`src/tps_map.svh`:
```
// register offsets, field positions, reset values and timing counts
// assumes word addressing on a 6-bit register port with 32-bit data
`ifndef TPS_MAP_SVH
`define TPS_MAP_SVH

`define TPS_A_CTRL    6'h00
`define TPS_A_ROUTE   6'h01
`define TPS_A_DIVA    6'h02
`define TPS_A_DIVB    6'h03
`define TPS_A_DIVCD   6'h04
`define TPS_A_SUSP    6'h05
`define TPS_A_PLL2    6'h06
`define TPS_A_PLL3    6'h07
`define TPS_A_TBL     3'h1
`define TPS_A_STAT    6'h10

`define TPS_F_SDEN    0
`define TPS_F_S2SUSP  1
`define TPS_F_BYP     2
`define TPS_F_DRV     3
`define TPS_F_CAP     5
`define TPS_F_EDIV    8
`define TPS_F_PLLEN   10
`define TPS_F_DIV1    8
`define TPS_F_Q       0
`define TPS_F_P       8
`define TPS_F_DSEL    24
`define TPS_F_MSK_E   4
`define TPS_F_MSK_REF 5
`define TPS_F_MSK_PLL 6

`define TPS_CTRL_RST  32'h0000_0001
`define TPS_ROUTE_RST 32'h0000_1c00

`define TPS_CLK_NS    10
`define TPS_CAPT_NS   50
`define TPS_CAPT_CYC  ((`TPS_CAPT_NS + `TPS_CLK_NS - 1) / `TPS_CLK_NS)

`endif

```
`src/tps_pkg.sv`:
```
// types shared by the three-pll frequency select control
// assumes tps_map.svh holds all numeric constants
package tps_pkg;
  typedef enum logic {TPS_WAIT, TPS_RUN} tps_state_t;
  typedef logic [10:0] tps_p_t;
  typedef logic [7:0]  tps_q_t;
  typedef logic [6:0]  tps_div_t;
  typedef logic [1:0]  tps_src_t;
endpackage

```
`src/tps_clkgen.sv`:
```
// control logic of a three-pll clock generator with pin frequency select
// assumes clk is the reference; pins are asynchronous and synchronised here
// Overview of operation
// [RQ1] select bits zero and one are captured from the serial pins at start-up
// [RQ2] low shutdown pin tristates all outputs and by default powers the chip down
// [RQ3] optionally a low shutdown pin only tristates outputs, chip keeps running
// [RQ4] live select pin is index bit two, or the suspend input when configured
// [RQ5] each pll runs at reference times p over q, 11-bit p and 8-bit q; the plls here clip at one tick per cycle when p is not below q
// [RQ6] pll1 feeds the cross point and a /2 /3 /4 divider driving output e
// [RQ7] pll1 set by table or software; pll2 and pll3 by software only
// [RQ8] toggling the live select pin swaps pll1 setting and a/b divider choice
// [RQ9] three select bits index eight rows of pll1 p, q and divider choice
// [RQ10] outputs a and b share one choice between divider register 0 and 1
// [RQ11] divider changes from the live select pin take effect glitch free
// [RQ12] crystal drive strength is a programmable setting
// [RQ13] six-bit load capacitance field, 0.375 pF steps from 6 pF to 30 pF
// [RQ14] load capacitors may be bypassed for a driven reference input
// [RQ15] a buffered copy of the reference appears on the reference output
// [RQ16] output divider 1 to 127; zero powers it down and tristates output
// [RQ17] in suspend mode a low pin stops a programmable set of outputs and plls
// [RQ18] full shutdown only when shutdown enable is set, else outputs only tristate
// [RQ19] after capture, select bits zero and one stay fixed until next reset
`timescale 1ns/1ps
`include "tps_map.svh"

module tps_clkgen
  import tps_pkg::*;
(
  input  wire logic        clk,                 // reference clock, 100 MHz
  input  wire logic        rst,                 // async reset, active high
  input  wire logic        ce,                  // clock enable, freezes state
  input  wire logic [5:0]  addr,                // register word address
  input  wire logic [31:0] wdata,               // write data
  input  wire logic        wr,                  // write strobe
  input  wire logic        rd,                  // read strobe
  output logic      [31:0] rdata,               // read data, cycle after rd
  input  wire logic        serial_data_pin,     // select bit zero at start-up
  input  wire logic        serial_clock_pin,    // select bit one at start-up
  input  wire logic        live_select_bit_two, // index bit two or suspend
  input  wire logic        oe_shutdown_n,       // low: tristate / shutdown
  output logic             output_a,            // clock output a
  output logic             output_a_oe_n,       // low while output a drives
  output logic             output_b,            // clock output b
  output logic             output_b_oe_n,       // low while output b drives
  output logic             output_c,            // clock output c
  output logic             output_c_oe_n,       // low while output c drives
  output logic             output_d,            // clock output d
  output logic             output_d_oe_n,       // low while output d drives
  output logic             output_e,            // pll1 post-divided output
  output logic             output_e_oe_n,       // low while output e drives
  output logic             ref_out,             // buffered reference
  output logic             ref_out_oe_n,        // low while ref_out drives
  output logic             chip_powerdown,      // whole chip shut down
  output logic      [10:0] pll1_p,              // active pll1 feedback count
  output logic      [7:0]  pll1_q,              // active pll1 input divider
  output logic      [1:0]  xtal_drive,          // oscillator drive strength
  output logic      [5:0]  xtal_cap,            // load capacitance code
  output logic             xtal_bypass          // load capacitors bypassed
);

  logic [3:0]  sync1_ff, sync2_ff;
  logic        serial_data_pin_s, sclk_s, s2_s, oe_s;
  logic [31:0] ctrl_ff, route_ff, diva_ff, divb_ff, divcd_ff, susp_ff, pll2_ff, pll3_ff;
  logic [31:0] nxt_ctrl, nxt_route, nxt_diva, nxt_divb, nxt_divcd, nxt_susp, nxt_pll2, nxt_pll3;
  logic [24:0] tbl_ff [8];
  logic [24:0] nxt_tbl [8];
  logic [31:0] rdata_ff, nxt_rdata;
  tps_state_t  state_ff, nxt_state;
  logic [3:0]  cnt_ff, nxt_cnt;
  logic [1:0]  sel_lo_ff, nxt_sel_lo;
  logic [2:0]  idx, idx_ff;
  logic [24:0] row;
  tps_p_t      p1_ff;
  tps_q_t      q1_ff;
  logic        dsel_ff;
  logic        run, oe_low, pd, susp, pd_ff, ref_ff, ref_oen_ff;
  logic [5:0]  cap_ff;
  tps_p_t      pp [3];
  tps_q_t      pq [3];
  logic [2:0]  prun, ptick_ff;
  logic [7:0]  acc_ff [3];
  logic [3:0]  stick;
  tps_div_t    dv [5];
  tps_src_t    srcsel [5];
  logic [4:0]  o_off, clk_ff, oen_ff;
  tps_div_t    cur_ff [5];
  tps_div_t    dcnt_ff [5];

  // pins come from outside the clock domain
  // shutdown pin idles high; a low reset value would fake a shutdown after reset
  always_ff @(posedge clk or posedge rst) begin
    if (rst) begin
      sync1_ff <= 4'h8;
      sync2_ff <= 4'h8;
    end else if (ce) begin
      sync1_ff <= {oe_shutdown_n, live_select_bit_two, serial_clock_pin, serial_data_pin};
      sync2_ff <= sync1_ff;
    end
  end
  assign {oe_s, s2_s, sclk_s, serial_data_pin_s} = sync2_ff;

  // register file
  always_comb begin
    nxt_ctrl  = ctrl_ff;
    nxt_route = route_ff;
    nxt_diva  = diva_ff;
    nxt_divb  = divb_ff;
    nxt_divcd = divcd_ff;
    nxt_susp  = susp_ff;
    nxt_pll2  = pll2_ff;
    nxt_pll3  = pll3_ff;
    nxt_tbl   = tbl_ff;
    nxt_rdata = 32'h0000_0000;
    if (wr) begin
      if (addr[5:3] == `TPS_A_TBL) begin
        nxt_tbl[addr[2:0]] = wdata[24:0]; // RQ7
      end else begin
        case (addr)
          `TPS_A_CTRL:  nxt_ctrl  = wdata;
          `TPS_A_ROUTE: nxt_route = wdata;
          `TPS_A_DIVA:  nxt_diva  = wdata;
          `TPS_A_DIVB:  nxt_divb  = wdata;
          `TPS_A_DIVCD: nxt_divcd = wdata;
          `TPS_A_SUSP:  nxt_susp  = wdata;
          `TPS_A_PLL2:  nxt_pll2  = wdata; // RQ7
          `TPS_A_PLL3:  nxt_pll3  = wdata; // RQ7
          default:      nxt_ctrl  = ctrl_ff;
        endcase
      end
    end
    if (rd) begin
      if (addr[5:3] == `TPS_A_TBL) begin
        nxt_rdata = {7'h00, tbl_ff[addr[2:0]]};
      end else begin
        case (addr)
          `TPS_A_CTRL:  nxt_rdata = ctrl_ff;
          `TPS_A_ROUTE: nxt_rdata = route_ff;
          `TPS_A_DIVA:  nxt_rdata = diva_ff;
          `TPS_A_DIVB:  nxt_rdata = divb_ff;
          `TPS_A_DIVCD: nxt_rdata = divcd_ff;
          `TPS_A_SUSP:  nxt_rdata = susp_ff;
          `TPS_A_PLL2:  nxt_rdata = pll2_ff;
          `TPS_A_PLL3:  nxt_rdata = pll3_ff;
          `TPS_A_STAT:  nxt_rdata = {22'h0, pd_ff, susp, oe_low, run, sel_lo_ff, dsel_ff, idx_ff};
          default:      nxt_rdata = 32'h0000_0000;
        endcase
      end
    end
  end

  always_ff @(posedge clk or posedge rst) begin
    if (rst) begin
      ctrl_ff  <= `TPS_CTRL_RST;
      route_ff <= `TPS_ROUTE_RST;
      diva_ff  <= 32'h0000_0000;
      divb_ff  <= 32'h0000_0000;
      divcd_ff <= 32'h0000_0000;
      susp_ff  <= 32'h0000_0000;
      pll2_ff  <= 32'h0000_0000;
      pll3_ff  <= 32'h0000_0000;
      rdata_ff <= 32'h0000_0000;
      for (int i = 0; i < 8; i++) begin
        tbl_ff[i] <= 25'h000_0000;
      end
    end else if (ce) begin
      ctrl_ff  <= nxt_ctrl;
      route_ff <= nxt_route;
      diva_ff  <= nxt_diva;
      divb_ff  <= nxt_divb;
      divcd_ff <= nxt_divcd;
      susp_ff  <= nxt_susp;
      pll2_ff  <= nxt_pll2;
      pll3_ff  <= nxt_pll3;
      rdata_ff <= nxt_rdata;
      tbl_ff   <= nxt_tbl;
    end
  end

  // start-up capture; later the pins belong to the serial port only
  always_comb begin
    nxt_state  = state_ff;
    nxt_cnt    = cnt_ff;
    nxt_sel_lo = sel_lo_ff; // RQ19
    case (state_ff)
      TPS_WAIT: begin
        nxt_cnt = cnt_ff + 4'h1;
        if (cnt_ff == 4'(`TPS_CAPT_CYC - 1)) begin
          nxt_sel_lo = {sclk_s, serial_data_pin_s}; // RQ1
          nxt_state  = TPS_RUN;
        end
      end
      default: nxt_state = TPS_RUN;
    endcase
  end

  always_ff @(posedge clk or posedge rst) begin
    if (rst) begin
      state_ff  <= TPS_WAIT;
      cnt_ff    <= 4'h0;
      sel_lo_ff <= 2'h0;
    end else if (ce) begin
      state_ff  <= nxt_state;
      cnt_ff    <= nxt_cnt;
      sel_lo_ff <= nxt_sel_lo;
    end
  end

  assign run    = (state_ff == TPS_RUN);
  assign oe_low = ~oe_s;
  assign pd     = oe_low & ctrl_ff[`TPS_F_SDEN];   // RQ2 RQ18
  assign susp   = ctrl_ff[`TPS_F_S2SUSP] & ~s2_s;  // RQ17
  assign idx    = {s2_s & ~ctrl_ff[`TPS_F_S2SUSP], sel_lo_ff}; // RQ4 RQ8
  assign row    = tbl_ff[idx]; // RQ9

  // active pll1 setting and shared a/b divider choice
  always_ff @(posedge clk or posedge rst) begin
    if (rst) begin
      idx_ff  <= 3'h0;
      p1_ff   <= 11'h000;
      q1_ff   <= 8'h00;
      dsel_ff <= 1'b0;
      pd_ff   <= 1'b0;
      cap_ff  <= 6'h00;
    end else if (ce) begin
      if (run) begin
        idx_ff  <= idx;
        p1_ff   <= row[`TPS_F_P +: 11]; // RQ9
        q1_ff   <= row[`TPS_F_Q +: 8];
        dsel_ff <= row[`TPS_F_DSEL];    // RQ10
      end
      pd_ff  <= pd; // RQ18
      // a bypassed input sees no load at all
      cap_ff <= ctrl_ff[`TPS_F_BYP] ? 6'h00 : ctrl_ff[`TPS_F_CAP +: 6]; // RQ13 RQ14
    end
  end

  always_comb begin
    pp[0] = p1_ff;
    pq[0] = q1_ff;
    pp[1] = pll2_ff[`TPS_F_P +: 11];
    pq[1] = pll2_ff[`TPS_F_Q +: 8];
    pp[2] = pll3_ff[`TPS_F_P +: 11];
    pq[2] = pll3_ff[`TPS_F_Q +: 8];
    for (int k = 0; k < 3; k++) begin
      prun[k] = run & ~pd & route_ff[`TPS_F_PLLEN + k] & ~(susp & susp_ff[`TPS_F_MSK_PLL + k]); // RQ17
    end
  end

  // each pll is a rate generator: ticks at p/q of the reference,
  // clipped to one tick per cycle when p is not below q
  for (genvar k = 0; k < 3; k++) begin : g_pll
    logic [11:0] sum;
    logic [7:0]  nxt_acc;
    logic        nxt_tk;
    always_comb begin
      sum     = {4'h0, acc_ff[k]} + {1'b0, pp[k]};
      nxt_acc = 8'h00;
      nxt_tk  = 1'b0;
      if (prun[k] && pq[k] != 8'h00) begin
        if ({1'b0, pp[k]} >= {4'h0, pq[k]}) begin
          nxt_tk = 1'b1;
        end else if (sum >= {4'h0, pq[k]}) begin
          nxt_tk  = 1'b1;
          nxt_acc = 8'(sum - {4'h0, pq[k]}); // RQ5
        end else begin
          nxt_acc = 8'(sum);
        end
      end
    end
    always_ff @(posedge clk or posedge rst) begin
      if (rst) begin
        acc_ff[k]   <= 8'h00;
        ptick_ff[k] <= 1'b0;
      end else if (ce) begin
        acc_ff[k]   <= nxt_acc;
        ptick_ff[k] <= nxt_tk;
      end
    end
  end

  // cross point sources: 0 reference, 1..3 plls
  assign stick = {ptick_ff, run & ~pd};

  always_comb begin
    dv[0] = dsel_ff ? diva_ff[`TPS_F_DIV1 +: 7] : diva_ff[6:0]; // RQ10
    dv[1] = dsel_ff ? divb_ff[`TPS_F_DIV1 +: 7] : divb_ff[6:0]; // RQ10
    dv[2] = divcd_ff[6:0];
    dv[3] = divcd_ff[`TPS_F_DIV1 +: 7];
    case (route_ff[`TPS_F_EDIV +: 2])
      2'h1:    dv[4] = 7'h04; // RQ6
      2'h2:    dv[4] = 7'h02;
      2'h3:    dv[4] = 7'h03;
      default: dv[4] = 7'h00;
    endcase
    for (int j = 0; j < 4; j++) begin
      srcsel[j] = route_ff[2*j +: 2];
    end
    srcsel[4] = 2'h1; // RQ6
    for (int j = 0; j < 5; j++) begin
      o_off[j] = (dv[j] == 7'h00) | ~run | oe_low | (susp & susp_ff[j]); // RQ2 RQ3 RQ16
    end
  end

  // a tick is one source edge, so toggling every n ticks divides by n;
  // a new divisor is loaded only at a toggle, which keeps changes glitch free
  for (genvar j = 0; j < 5; j++) begin : g_div
    tps_div_t nxt_cur, nxt_dcnt;
    logic     nxt_o;
    always_comb begin
      nxt_cur  = cur_ff[j];
      nxt_dcnt = dcnt_ff[j];
      nxt_o    = clk_ff[j];
      if (dv[j] == 7'h00) begin
        nxt_cur  = 7'h00; // RQ16
        nxt_dcnt = 7'h00;
        nxt_o    = 1'b0;
      end else if (stick[srcsel[j]]) begin
        if (cur_ff[j] == 7'h00 || dcnt_ff[j] >= cur_ff[j] - 7'h01) begin
          nxt_dcnt = 7'h00;
          nxt_o    = ~clk_ff[j];
          nxt_cur  = dv[j]; // RQ11
        end else begin
          nxt_dcnt = dcnt_ff[j] + 7'h01;
        end
      end
    end
    always_ff @(posedge clk or posedge rst) begin
      if (rst) begin
        cur_ff[j]  <= 7'h00;
        dcnt_ff[j] <= 7'h00;
        clk_ff[j]  <= 1'b0;
        oen_ff[j]  <= 1'b1;
      end else if (ce) begin
        cur_ff[j]  <= nxt_cur;
        dcnt_ff[j] <= nxt_dcnt;
        clk_ff[j]  <= nxt_o;
        oen_ff[j]  <= o_off[j];
      end
    end
  end

  // reference buffer stops with the oscillator in shutdown
  always_ff @(posedge clk or posedge rst) begin
    if (rst) begin
      ref_ff     <= 1'b0;
      ref_oen_ff <= 1'b1;
    end else if (ce) begin
      ref_ff     <= (run & ~pd) ? ~ref_ff : ref_ff; // RQ15
      ref_oen_ff <= ~run | oe_low | (susp & susp_ff[`TPS_F_MSK_REF]);
    end
  end

  assign rdata          = rdata_ff;
  assign {output_e, output_d, output_c, output_b, output_a} = clk_ff;
  assign {output_e_oe_n, output_d_oe_n, output_c_oe_n, output_b_oe_n, output_a_oe_n} = oen_ff;
  assign ref_out        = ref_ff;
  assign ref_out_oe_n   = ref_oen_ff;
  assign chip_powerdown = pd_ff;
  assign pll1_p         = p1_ff;
  assign pll1_q         = q1_ff;
  assign xtal_drive     = ctrl_ff[`TPS_F_DRV +: 2]; // RQ12
  assign xtal_cap       = cap_ff;
  assign xtal_bypass    = ctrl_ff[`TPS_F_BYP]; // RQ14
endmodule

```
`config.mk`:
```
export PLATFORM = sky130hd
export DESIGN_NAME = tps_clkgen
export DESIGN_NICKNAME = d
export VERILOG_FILES = /design/src/tps_pkg.sv /design/src/tps_clkgen.sv
export VERILOG_INCLUDE_DIRS = /design/src
export SDC_FILE = /design/constraint.sdc
export NUM_CORES = 1
export LEC_CHECK = 0
export ABC_CLOCK_PERIOD_IN_PS = 22800
export BUFFER_PORTS_ARGS = -buffer_cell sky130_fd_sc_hd__buf_4
export CAP_MARGIN = 20
export CORE_MARGIN = 5
export CORE_UTILIZATION = 45
export DETAILED_ROUTE_END_ITERATION = 8
export HOLD_SLACK_MARGIN = 0.06
export PLACE_DENSITY_LB_ADDON = 0.25
export SLEW_MARGIN = 40
export SYNTH_ARGS = -nofsm -noshare
export SYNTH_HDL_FRONTEND = slang
export SYNTH_SLANG_ARGS = --single-unit
```
`constraint.sdc`:
```
create_clock -name clk -period 22.8 [get_ports clk]
set_clock_uncertainty 0.05 [all_clocks]
set_input_delay 1.14 -clock clk [delete_from_list [all_inputs] [get_ports clk]]
set_output_delay 1.14 -clock clk [all_outputs]
set_load 0.005 [all_outputs]
```
After elaboration in Yosys (flattened, before gate mapping)
Cells that the tools add are included.

Bits in latches: 0. Bits in read-only memories: 0. Bits of input ports: 47. Memories kept: 0. Flip-flop bits (word level): 642. Memory bits (writable): 0. Output and inout bits: 73. Logic and storage cells: 302.

Shifts and indexed selects: 0. Multiply operators: 0. Bitwise operators: 53. Add/subtract/negate cells: 17. $lt $le $gt $ge: 18. Equal/unequal tests: 13. Reduce and logical (&&, ||, !) cells: 56. Mux-type cells: 89. Div/mod/pow operators: 0.

Operator list (count): $pmux 32 s9 (1); $mux 7 (32); $bwmux 200 (1); $bmux 25 s3 (2); $mux 25 (5); $demux 25 s3 (1); $mux 8 (9); $logic_not 7->1 (10); $mux 32 (2); $add 8x11->12 (3); $ge 12x8->1 (3); $add 7x1->7 const B (5); $ge 7x7->1 (5); $sub 7x1->7 const B (5); $ge 11x8->1 (3); $reduce_and 4->1 (8); $mux 1 (30); $eq 6x3->1 const B (4); $reduce_bool 8->1 (3); $sub 8x8->8 (3); $reduce_and 3->1 (7); $reduce_bool 2->1 (10); $and 1x1->1 (19); $or 1x1->1 (17); 20 further kinds (58).

Logic depth before layout (Yosys ltp)
Gate-level depths: netlist (run 1).

Word-level depth: 8. Depth in mapped cells: 14. Gate-level depth less buffers: 14.

Worst setup path before layout (run 1)
Ideal clock, no wire load.

Kind: reg2reg. From: register p1_ff[0] (netlist: pll1_p[0]). To: register ptick_ff[0]. Cell stages (with the launch flop): 14. Required time: 22.629 ns. Buffers on the path: 0. Path slack: 19.380 ns. Setup time: 0.121 ns. Arrival time: 3.249 ns. Clock period less this slack: 3.420 ns. Cells stage by stage: dfrtp_1 > ha_1 > fa_1 > a21o_1 > a211oi_1 > nor2_1 > ha_1 > o21a_1 > o31a_1 > o21a_1 > o41ai_4 > nand4_4 > a211o_1 > a22o_1.

Cells in the longest elaborated chain, start to end: 5. Elaborated cells between the ends (all ways): 6. Classes of those cells: 1 x add/sub; 2 x order compare; 3 x mux.

RTL lines: start, declared (RTL line tps_clkgen.sv:73) `tps_p_t p1_ff;`; start signal, assigned (RTL line tps_clkgen.sv:227) `` p1_ff <= row[`TPS_F_P +: 11]; ``; $add 8x11->12 (RTL line tps_clkgen.sv:256) `sum = {4'h0, acc_ff[k]} + {1'b0, pp[k]};`; $ge 12x8->1 (RTL line tps_clkgen.sv:262) `end else if (sum >= {4'h0, pq[k]}) begin`; $mux 1 (RTL line tps_clkgen.sv:262); $mux 1 (*) (RTL line tps_clkgen.sv:260) `if ({1'b0, pp[k]} >= {4'h0, pq[k]}) begin`; $mux 1 (*) (RTL line tps_clkgen.sv:259) `if (prun[k] && pq[k] != 8'h00) begin`; end signal, assigned by index (RTL line tps_clkgen.sv:276) `ptick_ff[k] <= nxt_tk;`; end, declared (RTL line tps_clkgen.sv:80) `logic [2:0] prun, ptick_ff;`.

Mark *: on every way between the ends. The rest lies on a longest branch, timed or not. A chain may end at the register's enable or synchronous reset.

Worst setup path after layout (run 1)
From: register p1_ff[0] (netlist: pll1_p[0]). To: register acc_ff[23] (netlist name).

Cells in the longest elaborated chain, start to end: 5. Elaborated cells between the ends (all ways): 7. Classes of those cells: 2 x add/sub; 2 x order compare; 3 x mux.

RTL lines: $add 8x11->12 (RTL line tps_clkgen.sv:256); $ge 12x8->1 or $sub 8x8->8 (tied branches) (RTL line tps_clkgen.sv:262, tps_clkgen.sv:264); $mux 8 (RTL line tps_clkgen.sv:262); $mux 8 (*) (RTL line tps_clkgen.sv:260); $mux 8 (*) (RTL line tps_clkgen.sv:259); end signal, assigned by index (RTL line tps_clkgen.sv:275) `acc_ff[k] <= nxt_acc;`; end, declared (RTL line tps_clkgen.sv:81) `logic [7:0] acc_ff [3];`.

Marks and branches as above.

==> flow_summary.ini, run 1 <==
[power]
power_density_nw_per_um2 = 91.5
clkPwrFrac_pct = 33.1
power_frac_seq_pct = 40.5
switching_share_pct = 31.5
internal_power_mw = 2.34
power_frac_comb_pct = 26.5
p_sw_mw = 1.08
leakagePower_nw = 18.0
peakVddDrop_v = 0.0000600

[global_routing]
grt_pass1_vias = 23798
antenna_found_initial = 1
grt_max_degree = 134
grt_use_total_pct = 23.1
grt-ovfl-total = 0
grt_pass1_wl_mm = 143

[run_status]
status = complete, no violations

[sta]
fin_crit_sh_pct = 17.6
hold_ws_ps = 421
max_freq_mhz = 250
setup_slack_ps = 18800
hold_violations = 0
worst_pin_slew_ps = 871
slew_viol_final = 0
setup-violations-final = 0
relSlewSlack_pct = 41.9
rsz0062_at_grt = no
tns_ps = 0
finalCriticalPeriod_ps = 4000

[layout]
nNetsFinal = 2850
diodes = 0
areaGrowthSynthToFinish_pct = 12.4
fill_cells = 6273
final_core_util_pct = 51.0
drive_gt1_share_pct = 27.6

[clock_network]
cts_resized = 0
clk_pin_slew_worst_paths_ps = 60
cts_sinks = 638
post_cts_buffers = 0
cts_tree = built
h-tree-depth = 3
hold_buffers = 0
clock_path_buffers = 3
numCtsBuffers = 71
clk_latency_ps = 610
cts-root-buf = clkbuf_16

[logic_synthesis]
ys_types = 86
synth_common_cells = 626 x dfrtp_1, 336 x mux2_2, 159 x mux2_1
ys_warn_count = 0
ys_ff_latch = 638
synth-xor-area-share_pct = 1.61
synth-compound-area-share_pct = 10.2
synth_top_cell_by_area = dfrtp_1
ys_seq_area_share_pct = 48.2
ys_top_cells_by_area = dfrtp_1 47%, mux2_2 11%, mux4_2 6.4%
synth-adder-area-share_pct = 5.08
synth-edff-count = 0
synth-async-reset-ratio_pct = 100
netlist_instances = 2608
syn_area_per_cell_um2 = 12.7
yosys_most_used_dff = dfrtp_1
synth_top_family_by_area = multiplexers
yosysMostFrequentCell = dfrtp_1
synth_simple_gate_area_share_pct = 6.31
syn_area_um2 = 33200
syn_nets = 2786
synth_top_area_share_pct = 47.2
synthMuxAreaShare_pct = 25.7

[setup_path]
r2r-start = pll1_p[0]
critPathMaxFanout = 10
worstSetupEndpointType = register
r2r_setup_slack_ps = 18800
worstPathArrival_ps = 4460
worstPathRequired_ps = 23260
r2r_end = acc_ff[23]
start_kind = register
criticalPathCategory = reg2reg
r2r_cells = 13

[route]
drt_pass1_iterations = 6
wire_per_inst_um = 24.9
postRouteAntennaNets = 0
detailroute.via_count = 22618
viasPerCell = 6.14
drt_iter0_drc = 1846
drc = 0
wirelength_mm = 91.6

[min_path]
timing.hold.worst_path_depth = 1
min_from = cnt_ff[3]
min_to = cnt_ff[3]
hp-class = reg2reg

[placement]
place_ws_ps = 18740
gp_congestion = 0.896
io_buffer_count = 119
dp_hpwl_mm = 60.6

[floorplan]
fp.dieW_um = 282
num_io_pins = 120
die_area_um2 = 79300
initial_core_util_pct = 45.4
num_rows = 99
die_y_um = 282
core_area_um2 = 73100

[job]
drv_cap = 0
power by group through the flow:
stage / Combinational [mW] / Clock [mW] / Sequential (mW)
6_report: 0.904 / 1.13 / 1.38
3_3_place_gp: 0.871 / 0 / 1.39
3_5_place_dp: 0.904 / 0 / 1.40
2_1_floorplan: 0.694 / 0 / 1.34
4_1_cts: 0.909 / 1.15 / 1.38
5_1_grt: 1.00 / 1.20 / 1.39
logic make-up after synthesis:
family	after synthesis
XOR/XNOR	61
multiplexers	670
AO/OA/AOI/OAI	468
buffers and inverters	237
adder cells (fa/ha/maj)	131
AND/OR/NAND/NOR	403
flip-flops	638
state kept, by name (all words and copies together) (netlist names), 2 cells and up:
register / count
tbl_ff: 200
idx_ff: 3
pll2_ff: 32
cnt_ff: 4
diva_ff: 32
route_ff: 32
xtal_cap: 6
pll3_ff: 32
cur_ff: 31
susp_ff: 32
ctrl_ff: 32
divcd_ff: 32
sync1_ff: 4
divb_ff: 32
sel_lo_ff: 2
dcnt_ff: 35
ptick_ff: 3
pll1_p: 11
rdata: 32
pll1_q: 8
acc_ff: 24
sync2_ff: 4
cell usage in the layout, fill, tap and decap left out, types with 27 or more instances in the layout:
cell,count
dfrtp_1,623
mux2_2,336
mux2_1,159
buf_4,146
ha_1,125
nand2_1,113
mux4_2,94
a21oi_1,78
mux2i_1,75
nor2_1,74
clkbuf_16,73
inv_1,70
o21ai_0,66
nand3_1,61
a22o_1,52
a22oi_1,47
xnor2_1,38
a21o_1,36
o2bb2ai_1,33
a211oi_1,27
per-stage QoR:
step / power (mW) / std cells / cell area (um^2)
after floorplan: 2.04 / 2608 / 33200
after global placement: 2.26 / 3556 / 34900
after detailed placement: 2.30 / 3558 / 35000
after CTS: 3.44 / 3683 / 37300
after global routing: 3.59 / 3683 / 37300
final: 3.41 / 3683 / 37300
routing by layer:
metal	GRT usage, %	up-vias	part of all wire (%)
met5	0	-	0
met2	37.7	698	48
li1	-	9911	-
met4	6.64	0	2.9
met1	32.2	11869	44
met3	3.78	140	5.4
worst max-delay path by stage:
stage,start,end,slack (ps)
global route,pll1_p[0],acc_ff[23],18550
finish,pll1_p[0],acc_ff[23],18800
floorplan,rst,acc_ff[0],3760
detailed placement,addr[0],ctrl_ff[1],18740
CTS,pll1_p[0],acc_ff[23],18790
global placement,rst,tbl_ff[53],18010
final cells by class:
type	instances	area, um^2	share of cell area (%)
inverter	72	283	0.758
clock inverter	19	176	0.473
tap	959	1200	3.22
sequential	638	16000	42.8
clock buffer	106	2090	5.60
multi-input combinational	1733	16300	43.7
timing repair buffer	156	1260	3.37
worst max-delay path, stage by stage (launching register included):
cell,delay (ps)
dfrtp_1,490
ha_1,310
fa_1,440
a211oi_1,310
nor2_1,110
nor2_1,210
ha_1,320
o21a_1,130
o31a_1,110
o21a_1,210
o41ai_4,380
nand4_4,290
or3b_1,430
o311ai_1,90
Note: power is estimated with default switching activity, not from simulation.
==> run 2, diff against run 1 <==
- ABC_AREA: default -> 1
- ABC_CLOCK_PERIOD_IN_PS: 22800 -> 4100
- clock period: 22.8 -> 4.1 ns (I/O delays scaled with it)
==> flow_summary.ini, run 2 <==
[run_status]
status = complete, no violations

[clock_network]
cts-root-buf = clkbuf_16
cts_sinks = 638
clk_latency_ps = 630
h-tree-depth = 3
clock_path_buffers = 3
post_cts_buffers = 0
numCtsBuffers = 73
cts_tree = built
clk_pin_slew_worst_paths_ps = 60

[global_routing]
grt_max_degree = 129
antenna_found_initial = 2
gr-usage-met3_pct = 5.16
grt_use_total_pct = 26.4
use_met2_pct = 42.2
top_usage_layer = met2
grt_pass1_wl_mm = 165
grt-ovfl-total = 0
grt_util_met1_pct = 36.3
grt_pass1_vias = 27892

[floorplan]
fp.dieW_um = 281
die_area_um2 = 79000
initial_core_util_pct = 45.3
die_y_um = 281
num_rows = 99
core_area_um2 = 73000
num_io_pins = 120

[power]
leakagePower_nw = 18.3
finalPower_mw = 20.3
power_density_nw_per_um2 = 537
peakVddDrop_v = 0.000493

[setup_path]
cp_top_family = simple AND/OR/NAND/NOR gates
worstSetupEndpointType = register
cpMaxStageDelayCell = fa_1
r2r_setup_slack_ps = 540
worstPathRequired_ps = 4530
critPathBufInv = 2
worstPathArrival_ps = 3990
criticalPathCategory = reg2reg
crit_top_cell = nand2_1
start_kind = register
path_cells = ha_1 > fa_1 > nand2_1 > inv_1 > nand2_1 > nand3_1 > nand2_1 > nand2_1 > xor2_1 > inv_1 > ha_1 > nand2_1 > nor2_1 > nand2_1 > nand2_1 > nor2_1 > nand3_1 > nor2_2 > nand2_1 > nor2_1 > o21ai_0
critPathMaxFanout = 9
cp_slowest_stage_delay_ps = 430

[placement]
dp_hpwl_mm = 71.4
placed_area_um2 = 35000
gp_congestion = 0.931
io_buffer_count = 119

[layout]
stdcell_area_um2 = 37700
max_flop_register = tbl_ff
final_cell_mix = 1166 x nand2_1, 660 x o21ai_0, 625 x dfrtp_1
areaGrowthSynthToFinish_pct = 14.0
reg_top3 = tbl_ff (200), dcnt_ff (35)
nNetsFinal = 4357
final_common_cell = nand2_1
fill_cells = 6961
multi_input_area_um2 = 15100
drive_gt1_share_pct = 8.79
diodes = 0
register_area_um2 = 16000
largest_register_ff_count = 200

[logic_synthesis]
yosys_most_used_dff = dfrtp_1
ys_seq_area_share_pct = 48.3
synth-edff-count = 0
syn_area_um2 = 33100
synth_top_area_share_pct = 47.4
ys_ff_latch = 638
synth-async-reset-ratio_pct = 100
ys_warn_count = 0
ys_top_cells_by_area = dfrtp_1 47%, nand2_1 13%, o21ai_0 10%
syn_area_per_cell_um2 = 8.04
synth_common_cells = 1183 x nand2_1, 660 x o21ai_0, 626 x dfrtp_1
netlist_instances = 4113
synth_top_cell_by_area = dfrtp_1
syn_nets = 4291
yosysMostFrequentCell = nand2_1
ys_types = 51

[sta]
tns_ps = 0
setup-violations-final = 0
slew_viol_final = 0
rsz0062_at_grt = no
worst_pin_slew_ps = 879
max_freq_mhz = 281
finalCriticalPeriod_ps = 3560
relSlewSlack_pct = 41.0
fin_crit_sh_pct = 86.9
hold_violations = 0

[route]
drt_pass1_iterations = 6
viasPerCell = 5.67
drc = 0
wirelength_mm = 106
postRouteAntennaNets = 0
drt_iter0_drc = 3000
wire_per_inst_um = 20.4
detailroute.via_count = 29410

[job]
drv_cap = 0

[min_path]
hp-class = in2reg
==> run 2: cell types whose count changed in the layout (fill, tap and decap cells not counted), moves of 57 or more <==
cell | before | now
nand4_1 | 12 | 69
mux2i_1 | 75 | 0
nand2_1 | 113 | 1166
o22ai_1 | 7 | 103
mux2_2 | 336 | 0
mux4_2 | 94 | 0
mux2_1 | 159 | 0
nand3_1 | 61 | 169
nor2_1 | 74 | 204
inv_1 | 70 | 288
o21ai_0 | 66 | 660
a21oi_1 | 78 | 145
==> run 2: final cells by class <==
type | instances | area share (%)
Tap cell | 959 | 3.18
Sequential cell | 638 | 42.4
Multi-Input combinational cell | 2952 | 40.1
Timing Repair Buffer | 210 | 4.59
Clock inverter | 17 | 0.754
Clock buffer | 111 | 5.90
Inverter | 304 | 3.04
==> run 2: path summary, 6_finish.rpt <==
| kind | end | cells past startpoint | startpoint |
|---|---|---|---|
| max | ptick_ff[1] | 21 | pll2_ff[8] |
| min | tbl_ff[197] | 3 | wdata[22] |
| max reg2reg | ptick_ff[1] | 21 | pll2_ff[8] |
| min in group asynchronous | diva_ff[26] | 3 | rst |
| min reg2reg | sync1_ff[3] | 2 | sync1_ff[3] |
| max in group asynchronous | pll2_ff[8] | 4 | rst |
==> run 2: cell families after synthesis <==
family	synth area share, %
flops	48.3
xor+xnor	2.20
simple gates	21.1
fa+ha+maj	5.09
buf+inv	6.14
compound gates	17.1
==> run 2: worst reg2reg max path, stage by stage, from the launching register on <==
cell	delay [ps]
dfrtp_1	400
ha_1	270
fa_1	430
nand2_1	80
inv_1	50
nand2_1	50
nand3_1	140
nand2_1	90
nand2_1	60
xor2_1	190
inv_1	60
ha_1	350
nand2_1	100
nor2_1	40
nand2_1	60
nand2_1	50
nor2_1	70
nand3_1	80
nor2_2	290
nand2_1	300
nor2_1	150
o21ai_0	80
==> run 2: per-layer routing <==
metal  share of wire, %  up-vias
met5                  0        -
met1                 43    14065
met4                3.8        0
met3                7.9      246
met2                 46     1211
li1                   -    13888
==> run 2: metrics by stage <==
step | hold slack, ps | worst slack, ps | std cells | util (%)
floorplan | 251 | -4860 | 4113 | -
global placement | 329 | 586 | 5042 | 47.9
detailed placement | 324 | 591 | 5042 | 47.9
CTS | 61.1 | 565 | 5191 | 51.7
global route | 96.8 | 75.2 | 5191 | 51.7
finish | 79.8 | 537 | 5191 | 51.7
==> run 2: power by group <==
group / switching, mW / internal [mW]
combinational: 3.65 / 2.13
clock: 2.69 / 4.13
sequential: 0.653 / 7.00
==> run 2: what timing repair did <==
action	CTS	global route
hold buffers	21	0
hold endpoints to repair	102	0
gates resized for setup	0	0
